### src/fsrp_consts.svh
// constants of the fail-safe, reset and pin configuration register bank
// assumes a single 20 MHz clock and one internal register access port
//
// Overview of operation
// [RULE1] threshold field bits 7-4, action after threshold plus one entries
// [RULE2] entry count bits 3-0 counts consecutive entries, saturates at 15
// [RULE3] writing zero to the count field clears the count
// [RULE4] soft reset bit 1 restores register defaults, inhibit stays on
// [RULE5] hard reset bit 0 forces a full power-on reset
// [RULE6] register hard reset sets the power-on flag
// [RULE7] pin config bit 6 set disables the inhibit pin
// [RULE8] pin config bit 5 picks inhibit (0) or fallback (1) function
// [RULE9] bit 4 disables fallback output, only when fallback is selected
// [RULE10] bits 3-2 pick fallback release: third, first trigger, none
// [RULE11] writing one to bit 1 turns fallback off, bit self-clears
// [RULE12] wake config bit 1 disables the wake maximum width check
// [RULE13] wake config bit 0 masks bus wake-up pattern detection
// [RULE14] threshold exceeded runs action: inhibit low 1 s, resets, sleep
// [RULE15] counting and action only while the counter enable is one
// [RULE16] reserved bits read zero and ignore writes
`ifndef FSRP_CONSTS_SVH
`define FSRP_CONSTS_SVH

// ----------------------------------------------------------------
// register addresses
// ----------------------------------------------------------------
`define FSRP_ADDR_CNTR 8'h18
`define FSRP_ADDR_RST 8'h19
`define FSRP_ADDR_CFG1 8'h1a
`define FSRP_ADDR_CFG2 8'h1b

// ----------------------------------------------------------------
// field positions and reset values
// ----------------------------------------------------------------
`define FSRP_THR_HI 7
`define FSRP_THR_LO 4
`define FSRP_CNT_HI 3
`define FSRP_CNT_LO 0
`define FSRP_CNT_MAX 4'hf
`define FSRP_CNT_ZERO 4'h0
`define FSRP_BIT_SOFT 1
`define FSRP_BIT_HARD 0
`define FSRP_BIT_INHIBIT_OUTPUT_DISABLE 6
`define FSRP_BIT_PIN_SEL 5
`define FSRP_BIT_FALLBACK_OUTPUT_DISABLE 4
`define FSRP_REL_HI 3
`define FSRP_REL_LO 2
`define FSRP_BIT_LIMP_OFF 1
`define FSRP_BIT_MAXW_DIS 1
`define FSRP_BIT_WUP_DIS 0
`define FSRP_RST_BYTE 8'h00
`define FSRP_OK_TRIG_LAST 2'h2

// ----------------------------------------------------------------
// timing
// ----------------------------------------------------------------
`define FSRP_CLK_HZ 20000000
`define FSRP_INH_LOW_MS 1000
`define FSRP_INH_LOW_CYC (`FSRP_INH_LOW_MS * (`FSRP_CLK_HZ / 1000))

`endif

### src/fsrp_pkg.sv
// types of the fail-safe, reset and pin configuration register bank
// assumes the constants header is compiled alongside
package fsrp_pkg;

  typedef enum logic [2:0] {
    FSRP_ACT_NONE = 3'b000,
    FSRP_ACT_INH_LOW = 3'b001,
    FSRP_ACT_SOFT = 3'b010,
    FSRP_ACT_HARD = 3'b011,
    FSRP_ACT_SLEEP = 3'b100
  } fsrp_action_e;

  typedef enum logic [1:0] {
    FSRP_REL_THIRD = 2'b00,
    FSRP_REL_FIRST = 2'b01,
    FSRP_REL_NONE = 2'b10,
    FSRP_REL_RSVD = 2'b11
  } fsrp_release_e;

  typedef enum logic [0:0] {
    FSRP_LIMP_OFF = 1'b0,
    FSRP_LIMP_ON = 1'b1
  } fsrp_limp_e;

  typedef struct packed {
    logic inhibit_output_disable;
    logic shared_pin_function_select;
    logic fallback_output_disable;
    fsrp_release_e release_select;
  } fsrp_pin_cfg_s;

  typedef struct packed {
    logic wake_pulse_max_check_disable;
    logic bus_wakeup_mask;
  } fsrp_wake_cfg_s;

  typedef struct packed {
    logic wr;
    logic rd;
    logic [7:0] addr;
    logic [7:0] wdata;
  } fsrp_reg_req_s;

endpackage

### src/fsrp_pulse_timer.sv
// one-shot timer: holds active for a fixed number of cycles after start
// assumes start is a one-cycle pulse; clear abandons a running interval
`include "fsrp_consts.svh"

module fsrp_pulse_timer #(
  parameter int unsigned CYCLES = `FSRP_INH_LOW_CYC
) (
  // clock and reset
  input wire logic ref_clk_i,
  input wire logic rst_n_i,
  // control
  input wire logic start_i,
  input wire logic clear_i,
  // status
  output logic active_o
);

  logic [24:0] left_reg;
  logic [24:0] left_next;

  assign left_next = clear_i ? 25'h0 :
                     start_i ? 25'(CYCLES) :
                     (left_reg != 25'h0) ? left_reg - 25'h1 : 25'h0;

  always_ff @(posedge ref_clk_i or negedge rst_n_i) begin
    if (!rst_n_i) begin
      left_reg <= 25'h0;
    end else begin
      left_reg <= left_next;
    end
  end

  assign active_o = (left_reg != 25'h0);

endmodule

### src/fsrp_failsafe_reset_pin_config.sv
// fail-safe entry counter, register resets and shared pin configuration
// assumes register accesses arrive already decoded from the serial port
`include "fsrp_consts.svh"

module fsrp_failsafe_reset_pin_config #(
  parameter int unsigned INH_LOW_CYCLES = `FSRP_INH_LOW_CYC
) (
  // clock and reset
  input wire logic ref_clk_i,
  input wire logic rst_n_i,
  // register access port
  input wire fsrp_pkg::fsrp_reg_req_s reg_req_i,
  output logic [7:0] reg_rdata_o,
  // fail-safe configuration from the fail-safe config register
  input wire logic failsafe_counter_enable_i,
  input wire fsrp_pkg::fsrp_action_e failsafe_threshold_action_i,
  // fail-safe and watchdog events, one-cycle pulses
  input wire logic failsafe_entry_i,
  input wire logic wd_error_i,
  input wire logic wd_trigger_ok_i,
  // shared inhibit / fallback pin
  output logic shared_pin_o,
  // resets and flags
  output logic soft_reset_o,
  output logic hard_reset_o,
  output logic power_on_flag_set_o,
  output logic sleep_lock_o,
  // wake control
  output logic wake_pulse_max_check_en_o,
  output logic bus_wakeup_en_o
);

  // ----------------------------------------------------------------
  // register state
  // ----------------------------------------------------------------
  logic [3:0] threshold_reg;
  logic [3:0] threshold_next;
  logic [3:0] count_reg;
  logic [3:0] count_next;
  fsrp_pkg::fsrp_pin_cfg_s pin_cfg_reg;
  fsrp_pkg::fsrp_pin_cfg_s pin_cfg_next;
  fsrp_pkg::fsrp_wake_cfg_s wake_cfg_reg;
  fsrp_pkg::fsrp_wake_cfg_s wake_cfg_next;
  fsrp_pkg::fsrp_limp_e limp_reg;
  fsrp_pkg::fsrp_limp_e limp_next;
  logic [1:0] ok_trig_reg;
  logic [1:0] ok_trig_next;
  logic sleep_lock_reg;
  logic soft_reg;
  logic hard_reg;
  logic [7:0] rdata_reg;
  logic [7:0] rdata_next;

  // ----------------------------------------------------------------
  // access decode
  // ----------------------------------------------------------------
  wire wr_cntr = reg_req_i.wr && (reg_req_i.addr == `FSRP_ADDR_CNTR);
  wire wr_rst = reg_req_i.wr && (reg_req_i.addr == `FSRP_ADDR_RST);
  wire wr_cfg1 = reg_req_i.wr && (reg_req_i.addr == `FSRP_ADDR_CFG1);
  wire wr_cfg2 = reg_req_i.wr && (reg_req_i.addr == `FSRP_ADDR_CFG2);
  wire sw_soft = wr_rst && reg_req_i.wdata[`FSRP_BIT_SOFT];
  wire sw_hard = wr_rst && reg_req_i.wdata[`FSRP_BIT_HARD];
  wire limp_off_wr = wr_cfg1 && reg_req_i.wdata[`FSRP_BIT_LIMP_OFF];
  wire cnt_clear_wr = wr_cntr &&
    (reg_req_i.wdata[`FSRP_CNT_HI:`FSRP_CNT_LO] == `FSRP_CNT_ZERO);

  // ----------------------------------------------------------------
  // fail-safe entry counting and threshold action
  // ----------------------------------------------------------------
  wire entry_counted = failsafe_entry_i && failsafe_counter_enable_i; // RULE15
  // count before this entry >= threshold: entries now exceed threshold
  wire threshold_hit = entry_counted && (count_reg >= threshold_reg); // RULE1
  wire act_inh_low = threshold_hit &&
    (failsafe_threshold_action_i == fsrp_pkg::FSRP_ACT_INH_LOW); // RULE14
  wire act_soft = threshold_hit &&
    (failsafe_threshold_action_i == fsrp_pkg::FSRP_ACT_SOFT); // RULE14
  wire act_hard = threshold_hit &&
    (failsafe_threshold_action_i == fsrp_pkg::FSRP_ACT_HARD); // RULE14
  wire act_sleep = threshold_hit &&
    (failsafe_threshold_action_i == fsrp_pkg::FSRP_ACT_SLEEP); // RULE14

  // software and action resets both restore register defaults
  wire do_hard = sw_hard || act_hard; // RULE5
  wire do_soft = sw_soft || act_soft || do_hard; // RULE4

  // saturating entry count; a same-cycle clear and new entry leave a count of one
  wire [3:0] count_inc = (count_reg == `FSRP_CNT_MAX) ? `FSRP_CNT_MAX :
                         count_reg + 4'h1; // RULE2
  wire [3:0] count_base = cnt_clear_wr ? `FSRP_CNT_ZERO : count_reg; // RULE3
  assign count_next = do_soft ? `FSRP_CNT_ZERO :
                      entry_counted ? (cnt_clear_wr ? 4'h1 : count_inc) :
                      count_base;

  assign threshold_next = do_soft ? `FSRP_CNT_ZERO :
    wr_cntr ? reg_req_i.wdata[`FSRP_THR_HI:`FSRP_THR_LO] : threshold_reg;

  // ----------------------------------------------------------------
  // pin and wake configuration
  // ----------------------------------------------------------------
  // only the documented bits are stored; reserved bits are dropped
  assign pin_cfg_next = do_soft ? fsrp_pkg::fsrp_pin_cfg_s'(5'h0) :
    wr_cfg1 ? fsrp_pkg::fsrp_pin_cfg_s'({
      reg_req_i.wdata[`FSRP_BIT_INHIBIT_OUTPUT_DISABLE],
      reg_req_i.wdata[`FSRP_BIT_PIN_SEL],
      reg_req_i.wdata[`FSRP_BIT_FALLBACK_OUTPUT_DISABLE],
      reg_req_i.wdata[`FSRP_REL_HI:`FSRP_REL_LO]}) : pin_cfg_reg; // RULE16
  assign wake_cfg_next = do_soft ? fsrp_pkg::fsrp_wake_cfg_s'(2'h0) :
    wr_cfg2 ? fsrp_pkg::fsrp_wake_cfg_s'({
      reg_req_i.wdata[`FSRP_BIT_MAXW_DIS],
      reg_req_i.wdata[`FSRP_BIT_WUP_DIS]}) : wake_cfg_reg; // RULE16

  // ----------------------------------------------------------------
  // fallback output state and release
  // ----------------------------------------------------------------
  wire rel_first = (pin_cfg_reg.release_select == fsrp_pkg::FSRP_REL_FIRST);
  wire rel_third = (pin_cfg_reg.release_select == fsrp_pkg::FSRP_REL_THIRD);
  wire trig_release = wd_trigger_ok_i && (rel_first ||
    (rel_third && ok_trig_reg == `FSRP_OK_TRIG_LAST)); // RULE10

  always_comb begin
    limp_next = limp_reg;
    ok_trig_next = ok_trig_reg;
    case (limp_reg)
      fsrp_pkg::FSRP_LIMP_OFF: begin
        ok_trig_next = 2'h0;
        if (wd_error_i) begin
          limp_next = fsrp_pkg::FSRP_LIMP_ON;
        end
      end
      fsrp_pkg::FSRP_LIMP_ON: begin
        if (wd_error_i) begin
          ok_trig_next = 2'h0;
        end else if (limp_off_wr || trig_release) begin
          limp_next = fsrp_pkg::FSRP_LIMP_OFF; // RULE11
          ok_trig_next = 2'h0;
        end else if (wd_trigger_ok_i) begin
          ok_trig_next = ok_trig_reg + 2'h1; // RULE10
        end
      end
      default: begin
        limp_next = fsrp_pkg::FSRP_LIMP_OFF;
        ok_trig_next = 2'h0;
      end
    endcase
    if (do_soft) begin
      limp_next = fsrp_pkg::FSRP_LIMP_OFF;
      ok_trig_next = 2'h0;
    end
  end

  // ----------------------------------------------------------------
  // read data
  // ----------------------------------------------------------------
  always_comb begin
    case (reg_req_i.addr)
      `FSRP_ADDR_CNTR: rdata_next = {threshold_reg, count_reg}; // RULE2
      `FSRP_ADDR_CFG1: rdata_next = {1'b0,
        pin_cfg_reg.inhibit_output_disable,
        pin_cfg_reg.shared_pin_function_select,
        pin_cfg_reg.fallback_output_disable,
        pin_cfg_reg.release_select, 2'b00}; // RULE16
      `FSRP_ADDR_CFG2: rdata_next = {6'h0,
        wake_cfg_reg.wake_pulse_max_check_disable,
        wake_cfg_reg.bus_wakeup_mask}; // RULE16
      default: rdata_next = `FSRP_RST_BYTE;
    endcase
  end

  // ----------------------------------------------------------------
  // state registers
  // ----------------------------------------------------------------
  always_ff @(posedge ref_clk_i or negedge rst_n_i) begin
    if (!rst_n_i) begin
      threshold_reg <= `FSRP_CNT_ZERO;
      count_reg <= `FSRP_CNT_ZERO;
      pin_cfg_reg <= fsrp_pkg::fsrp_pin_cfg_s'(5'h0);
      wake_cfg_reg <= fsrp_pkg::fsrp_wake_cfg_s'(2'h0);
      limp_reg <= fsrp_pkg::FSRP_LIMP_OFF;
      ok_trig_reg <= 2'h0;
    end else begin
      threshold_reg <= threshold_next;
      count_reg <= count_next;
      pin_cfg_reg <= pin_cfg_next;
      wake_cfg_reg <= wake_cfg_next;
      limp_reg <= limp_next;
      ok_trig_reg <= ok_trig_next;
    end
  end

  // sleep lock survives soft reset, ends only with power-on reset
  always_ff @(posedge ref_clk_i or negedge rst_n_i) begin
    if (!rst_n_i) begin
      sleep_lock_reg <= 1'b0;
      soft_reg <= 1'b0;
      hard_reg <= 1'b0;
      rdata_reg <= `FSRP_RST_BYTE;
    end else begin
      sleep_lock_reg <= (sleep_lock_reg || act_sleep) && !do_hard; // RULE14
      soft_reg <= do_soft; // RULE4
      hard_reg <= do_hard; // RULE5
      rdata_reg <= reg_req_i.rd ? rdata_next : rdata_reg;
    end
  end

  // ----------------------------------------------------------------
  // inhibit low interval
  // ----------------------------------------------------------------
  logic inh_low_active;

  fsrp_pulse_timer #(
    .CYCLES(INH_LOW_CYCLES)
  ) u_inh_low (
    .ref_clk_i(ref_clk_i),
    .rst_n_i(rst_n_i),
    .start_i(act_inh_low),
    .clear_i(do_soft),
    .active_o(inh_low_active)
  );

  // ----------------------------------------------------------------
  // outputs
  // ----------------------------------------------------------------
  wire inh_level = !pin_cfg_reg.inhibit_output_disable &&
                   !inh_low_active; // RULE7
  wire limp_level = (limp_reg == fsrp_pkg::FSRP_LIMP_ON) &&
                    !pin_cfg_reg.fallback_output_disable; // RULE9
  assign shared_pin_o = pin_cfg_reg.shared_pin_function_select ?
                        limp_level : inh_level; // RULE8
  assign soft_reset_o = soft_reg;
  assign hard_reset_o = hard_reg;
  assign power_on_flag_set_o = hard_reg; // RULE6
  assign sleep_lock_o = sleep_lock_reg;
  assign wake_pulse_max_check_en_o =
    !wake_cfg_reg.wake_pulse_max_check_disable; // RULE12
  assign bus_wakeup_en_o = !wake_cfg_reg.bus_wakeup_mask &&
                           !sleep_lock_reg; // RULE13
  assign reg_rdata_o = rdata_reg;
endmodule

### config.mk
export PLATFORM = sky130hd
export DESIGN_NAME = fsrp_failsafe_reset_pin_config
export DESIGN_NICKNAME = d
export VERILOG_FILES = /design/src/fsrp_pkg.sv /design/src/fsrp_pulse_timer.sv /design/src/fsrp_failsafe_reset_pin_config.sv
export VERILOG_INCLUDE_DIRS = /design/src
export SDC_FILE = /design/constraint.sdc
export NUM_CORES = 1
export LEC_CHECK = 0
export BUFFER_PORTS_ARGS = -buffer_cell sky130_fd_sc_hd__buf_2
export CELL_PAD_IN_SITES_DETAIL_PLACEMENT = 1
export CELL_PAD_IN_SITES_GLOBAL_PLACEMENT = 1
export CORE_MARGIN = 10
export CORE_UTILIZATION = 44
export DETAILED_ROUTE_END_ITERATION = 16
export PLACE_DENSITY = 0.8
export RECOVER_POWER = 25
export SKIP_CTS_REPAIR_TIMING = 1
export SYNTH_ARGS = -nofsm -noshare
export SYNTH_HDL_FRONTEND = slang
export SYNTH_SLANG_ARGS = --single-unit
### constraint.sdc
create_clock -name ref_clk_i -period 2.6 [get_ports ref_clk_i]
set_input_delay 0.13 -clock ref_clk_i [delete_from_list [all_inputs] [get_ports ref_clk_i]]
set_output_delay 0.13 -clock ref_clk_i [all_outputs]
set_load 0.05 [all_outputs]
After elaboration in Yosys (flattened, before gate mapping)
Cells that the tools add are included.

Add/sub/neg operators: 3. Order comparisons: 1. Equal/unequal tests: 12. Multiplexer cells: 26. Bitwise operators: 1. Reduce and logical (&&, ||, !) cells: 40.

Operator list (number): $mux W25 (3); $eq A8 B5 Y1 const B (4); $mux W4 (7); $reduce_bool A25 Y1 (1); $sub A25 B1 Y25 const B (1); $pmux W8 S3 (1); $logic_and A1 B1 Y1 (20); $mux W2 (6); $mux W5 (2); $logic_not A1 Y1 (7); $eq A3 B2 Y1 const B (2); $logic_or A1 B1 Y1 (6); $reduce_bool A2 Y1 (3); $mux W1 (5); $ne A5 B3 Y1 const B (1); $add A4 B1 Y4 const B (1); $eq A4 B4 Y1 const B (1); $ge A4 B4 Y1 (1); $logic_not A4 Y1 (1); $pmux W2 S2 (1); $eq A3 B1 Y1 const B (1); $eq A3 B3 Y1 const B (1); $reduce_bool A3 Y1 (1); $add A2 B1 Y2 const B (1); 5 further kinds (5).

Flip-flop bits (word level): 54. Input port bits: 27. Output and inout port bits: 15. Word-level logic and storage cells: 98.

Logic depth before layout (Yosys ltp)
Depth after elaboration: 9. Gate-level depth with buffers: 8. Gate-level depth less buffers: 7.

Modules after synthesis
Synthesis repeated with hierarchy kept, for this count alone.

Cells, all modules: 292. Area total of the unflattened synthesis: 2994.1 µm².

Modules (own cells, without submodules): fsrp_failsafe_reset_pin_config (times used 1, cells an instance 157, area each 1672.9 µm², seq. area each 725.7 µm²); fsrp_pulse_timer (times used 1, cells an instance 135, area each 1321.3 µm², seq. area each 625.6 µm²).

Worst setup path before layout
Ideal clock, no wire load.

Path kind: register to output. From: register u_inh_low.left_reg[0]. To: output shared_pin_o. Data arrival time: 2186 ps. Setup slack: 284 ps. Cell stages (with the launch flop): 8. Buffers on the path: 0. Cell sequence: dfrtp_1 > inv_1 > ha_1 > nor4b_4 > and4_4 > nand3_4 > or3_1 > o21ai_1.

Word-level cells in the longest chain between the ends: 4.

Ends and longest elaborated chain: start: declaration (line fsrp_pulse_timer.sv:18) `logic [24:0] left_reg;`; start signal: assignment (line fsrp_pulse_timer.sv:29) `left_reg <= left_next;`; $reduce_bool A25 Y1 (line fsrp_pulse_timer.sv:33) `assign active_o = (left_reg != 25'h0);`; $logic_not A1 Y1 (line fsrp_failsafe_reset_pin_config.sv:224) `!inh_low_active;`; $logic_and A1 B1 Y1 (line fsrp_failsafe_reset_pin_config.sv:223) `wire inh_level = !pin_cfg_reg.inhibit_output_disable &&`; $mux W1 (line fsrp_failsafe_reset_pin_config.sv:227) `assign shared_pin_o = pin_cfg_reg.shared_pin_function_select ?`; end: declaration (line fsrp_failsafe_reset_pin_config.sv:22) `output logic shared_pin_o,`.

Every way passes these cells.

Worst setup path in the final report
Same ends and word-level chain as after synthesis.

==> metrics.txt <==
yosys warns 0; WP buf/inv 2; area of the core 6420 sq um; Cell Int Power about 1.8 mW; starting density of the core 0.458; synth top area cells dfrtp_1 (46%), mux2i_1 (5.8%), xnor2_1 (3.6%), nor2_1 (3.4%), ha_1 (3.0%); die extent in x 102 microns; Largest register FFs 25; overall power roughly 3 mW; CP arrival 2330 ps; area post-placement between 3000 and 4000 sq um; CTS tree yes; synthesis-to-finish area growth 15.3%; actual slew at the worst max-slew pin 1370 ps; vias per cell 5.72; final worst-path setup slack 140 ps; Detailed Route WL 7740 microns; Synth Flop Type dfrtp_1; FP Rows 29; critical path class reg -> out; Power per Cell Area about 900 nW/um^2; vias in the first global route 2546; Nets 372; post-DP HPWL 5890 microns; Reg power frac 0.454; sw frac 0.390; FF-to-FF Start count_reg[0]$_DFFE_PN0P_; initial antenna violation count 0; Gate power share 0.345; setup TNS 0 ps; routed length per instance roughly 19 microns; port bufs 41; total CTS buffers 5; clock root buffer clkbuf_8; RSZ-0062 raised after global routing no; CP top delay family simple AND/OR/NAND/NOR gates; DRT Pass-1 Iters 4; Hold Path Class in -> reg; CP Capture Type output pin; outcome finished, final reports clean; worst hold margin approximately 74 ps; crit-path cells inv_1 > ha_2 > nor4b_4 > and4_4 > nand3_4 > or3_1 > o21ai_1 > buf_4; sequential fraction of the synthesis area 0.459; Syn Inst Count 289; grt ovf 0; Setup crit start kind flop; clk sinks 54; EDFF count, synth 0; cell with the most instances after synthesis dfrtp_1; #FFs+latches synth 54; Place WS 315 ps; worst reg2reg setup slack 270 ps; CP required ~2500 ps; P_leak 1.54 nW; GRT Total Usage 0.153; Worst path slowest cell dfrtp_1; Boundary Pins 42; cell area after synthesis 2940 sq um; die area 10400 sq um; # placed instances approximately 400; FILL cells 720; worst relative slew slack 0.0895; FF-to-FF path depth 8; H-tree Lvls 2; hold path cells 3; Yosys top cell by area dfrtp_1; Sw Pwr 1.16 mW; VDD IR max roughly 0.00042 V; die height 102 microns; max frequency 406 MHz; clock share of power 0.201; layout cells sized above 1 0.233; first-pass GRT wire length 12700 microns; via count of the routed design 2380; critical-path maximum fanout 8; Final setup violation count 0; fin. max-slew vios 0; Finished Core Util 0.529; Mean Syn Cell Area ~10 sq um; # diodes 0; clk_lat worst skew 320 ps; Async SR Flop Fraction 1.00; clock transition at the registers of the reported paths around 110 ps; GP Congestion about 0.82; final period utilization 0.946; clock buffer depth 2; worst min-delay path startpoint reg_req_i[5]; Non-Filler Instances 416; largest net degree at the start of global routing 55; max-cap viol count 0; syn nets 323; post-synth top area share 0.459; Finished Cell Area 3400 sq um; DRT iter0 DRCs 73; Crit path depth 8; max incr delay on CP 450 ps; crit path time final 2460 ps; Routed Antenna Nets 0; commonest cells in the netlist dfrtp_1 (54), nor2_1 (27), inv_1 (21), mux2i_1 (17), nor3_1 (17); Min-Delay Endpoint threshold_reg[1]$_DFFE_PN0P_; residual DRC count 0; skew final around 15 ps; Netlist cell types 53; Fin. Hold Viols 0; r2r endpoint ok_trig_reg[0]$_DFFE_PN0P_
layer usage:
layer	GRT usage	vias up	wire length, microns
met2	0.261	29	3850
li1	-	1131	-
met5	0	-	0
met1	0.190	1209	3560
met4	0.0473	0	110
met3	0.0313	11	219
cells in the final DEF, fill, tap and decap left out, drive strengths merged, types with 2 or more instances in the layout:
cell / instances
o21ai: 9
nor2: 27
nand3: 5
nor4: 12
and4b: 2
and3: 3
nand3b: 3
nand4b: 2
ha: 7
a22o: 2
inv: 22
o41ai: 2
o211ai: 2
nor3: 23
nor2b: 2
xor2: 6
nand2: 18
o22ai: 5
dlygate4sd3: 2
clkbuf: 6
xnor2: 12
or3: 3
buf: 49
a211oi: 2
and2: 4
nand4: 7
nand2b: 3
a21oi: 12
dfrtp: 54
mux2i: 17
worst max-delay path by stage:
stage                                            end  slack, ps                            start
finish                                  shared_pin_o        140  u_inh_low.left_reg[0]$_DFF_PN0_
global placement          ok_trig_reg[0]$_DFFE_PN0P_        440         count_reg[0]$_DFFE_PN0P_
detailed placement  u_inh_low.left_reg[17]$_DFF_PN0_        310         count_reg[0]$_DFFE_PN0P_
CTS                                     shared_pin_o         50  u_inh_low.left_reg[0]$_DFF_PN0_
global route                            shared_pin_o         10  u_inh_low.left_reg[0]$_DFF_PN0_
floorplan                               shared_pin_o        280  u_inh_low.left_reg[0]$_DFF_PN0_
final cells by class:
| cell class | count | area, sq um | share of cell area |
|---|---|---|---|
| sequential | 54 | 1350 | 0.398 |
| tap | 77 | 96.3 | 0.0284 |
| clock inverter | 3 | 47.5 | 0.0140 |
| inverter | 21 | 78.8 | 0.0232 |
| multi-input combinational | 204 | 1460 | 0.430 |
| timing repair buffer | 52 | 293 | 0.0862 |
| clock buffer | 5 | 68.8 | 0.0203 |
worst min-delay path, delay by kind of cell:
family        cells  cell delay (ps)
simple gates      1               80
buf+inv           1               90
mux               1               60
kinds of logic (layout without fill, tap and decap cells):
group	Yosys count	count (layout)	synth area share
and+or+nand+nor	120	120	0.258
muxes	18	18	0.0616
DFF	54	54	0.459
xor gates and xnor gates	18	18	0.0535
adders and majority gates	7	7	0.0297
buffers and inverters	31	81	0.0459
AOI/OAI and AO/OA	41	41	0.0922
power by group through the flow:
stage | logic [mW] | clock network [mW] | registers, mW
final | 1.03 | 0.598 | 1.35
after global routing | 1.15 | 0.640 | 1.38
after detailed placement | 1.01 | 0 | 1.36
after CTS | 1.02 | 0.609 | 1.35
after global placement | 0.968 | 0 | 1.34
after floorplan | 0.735 | 0 | 1.29
Note: power is estimated with default switching activity, not from simulation.
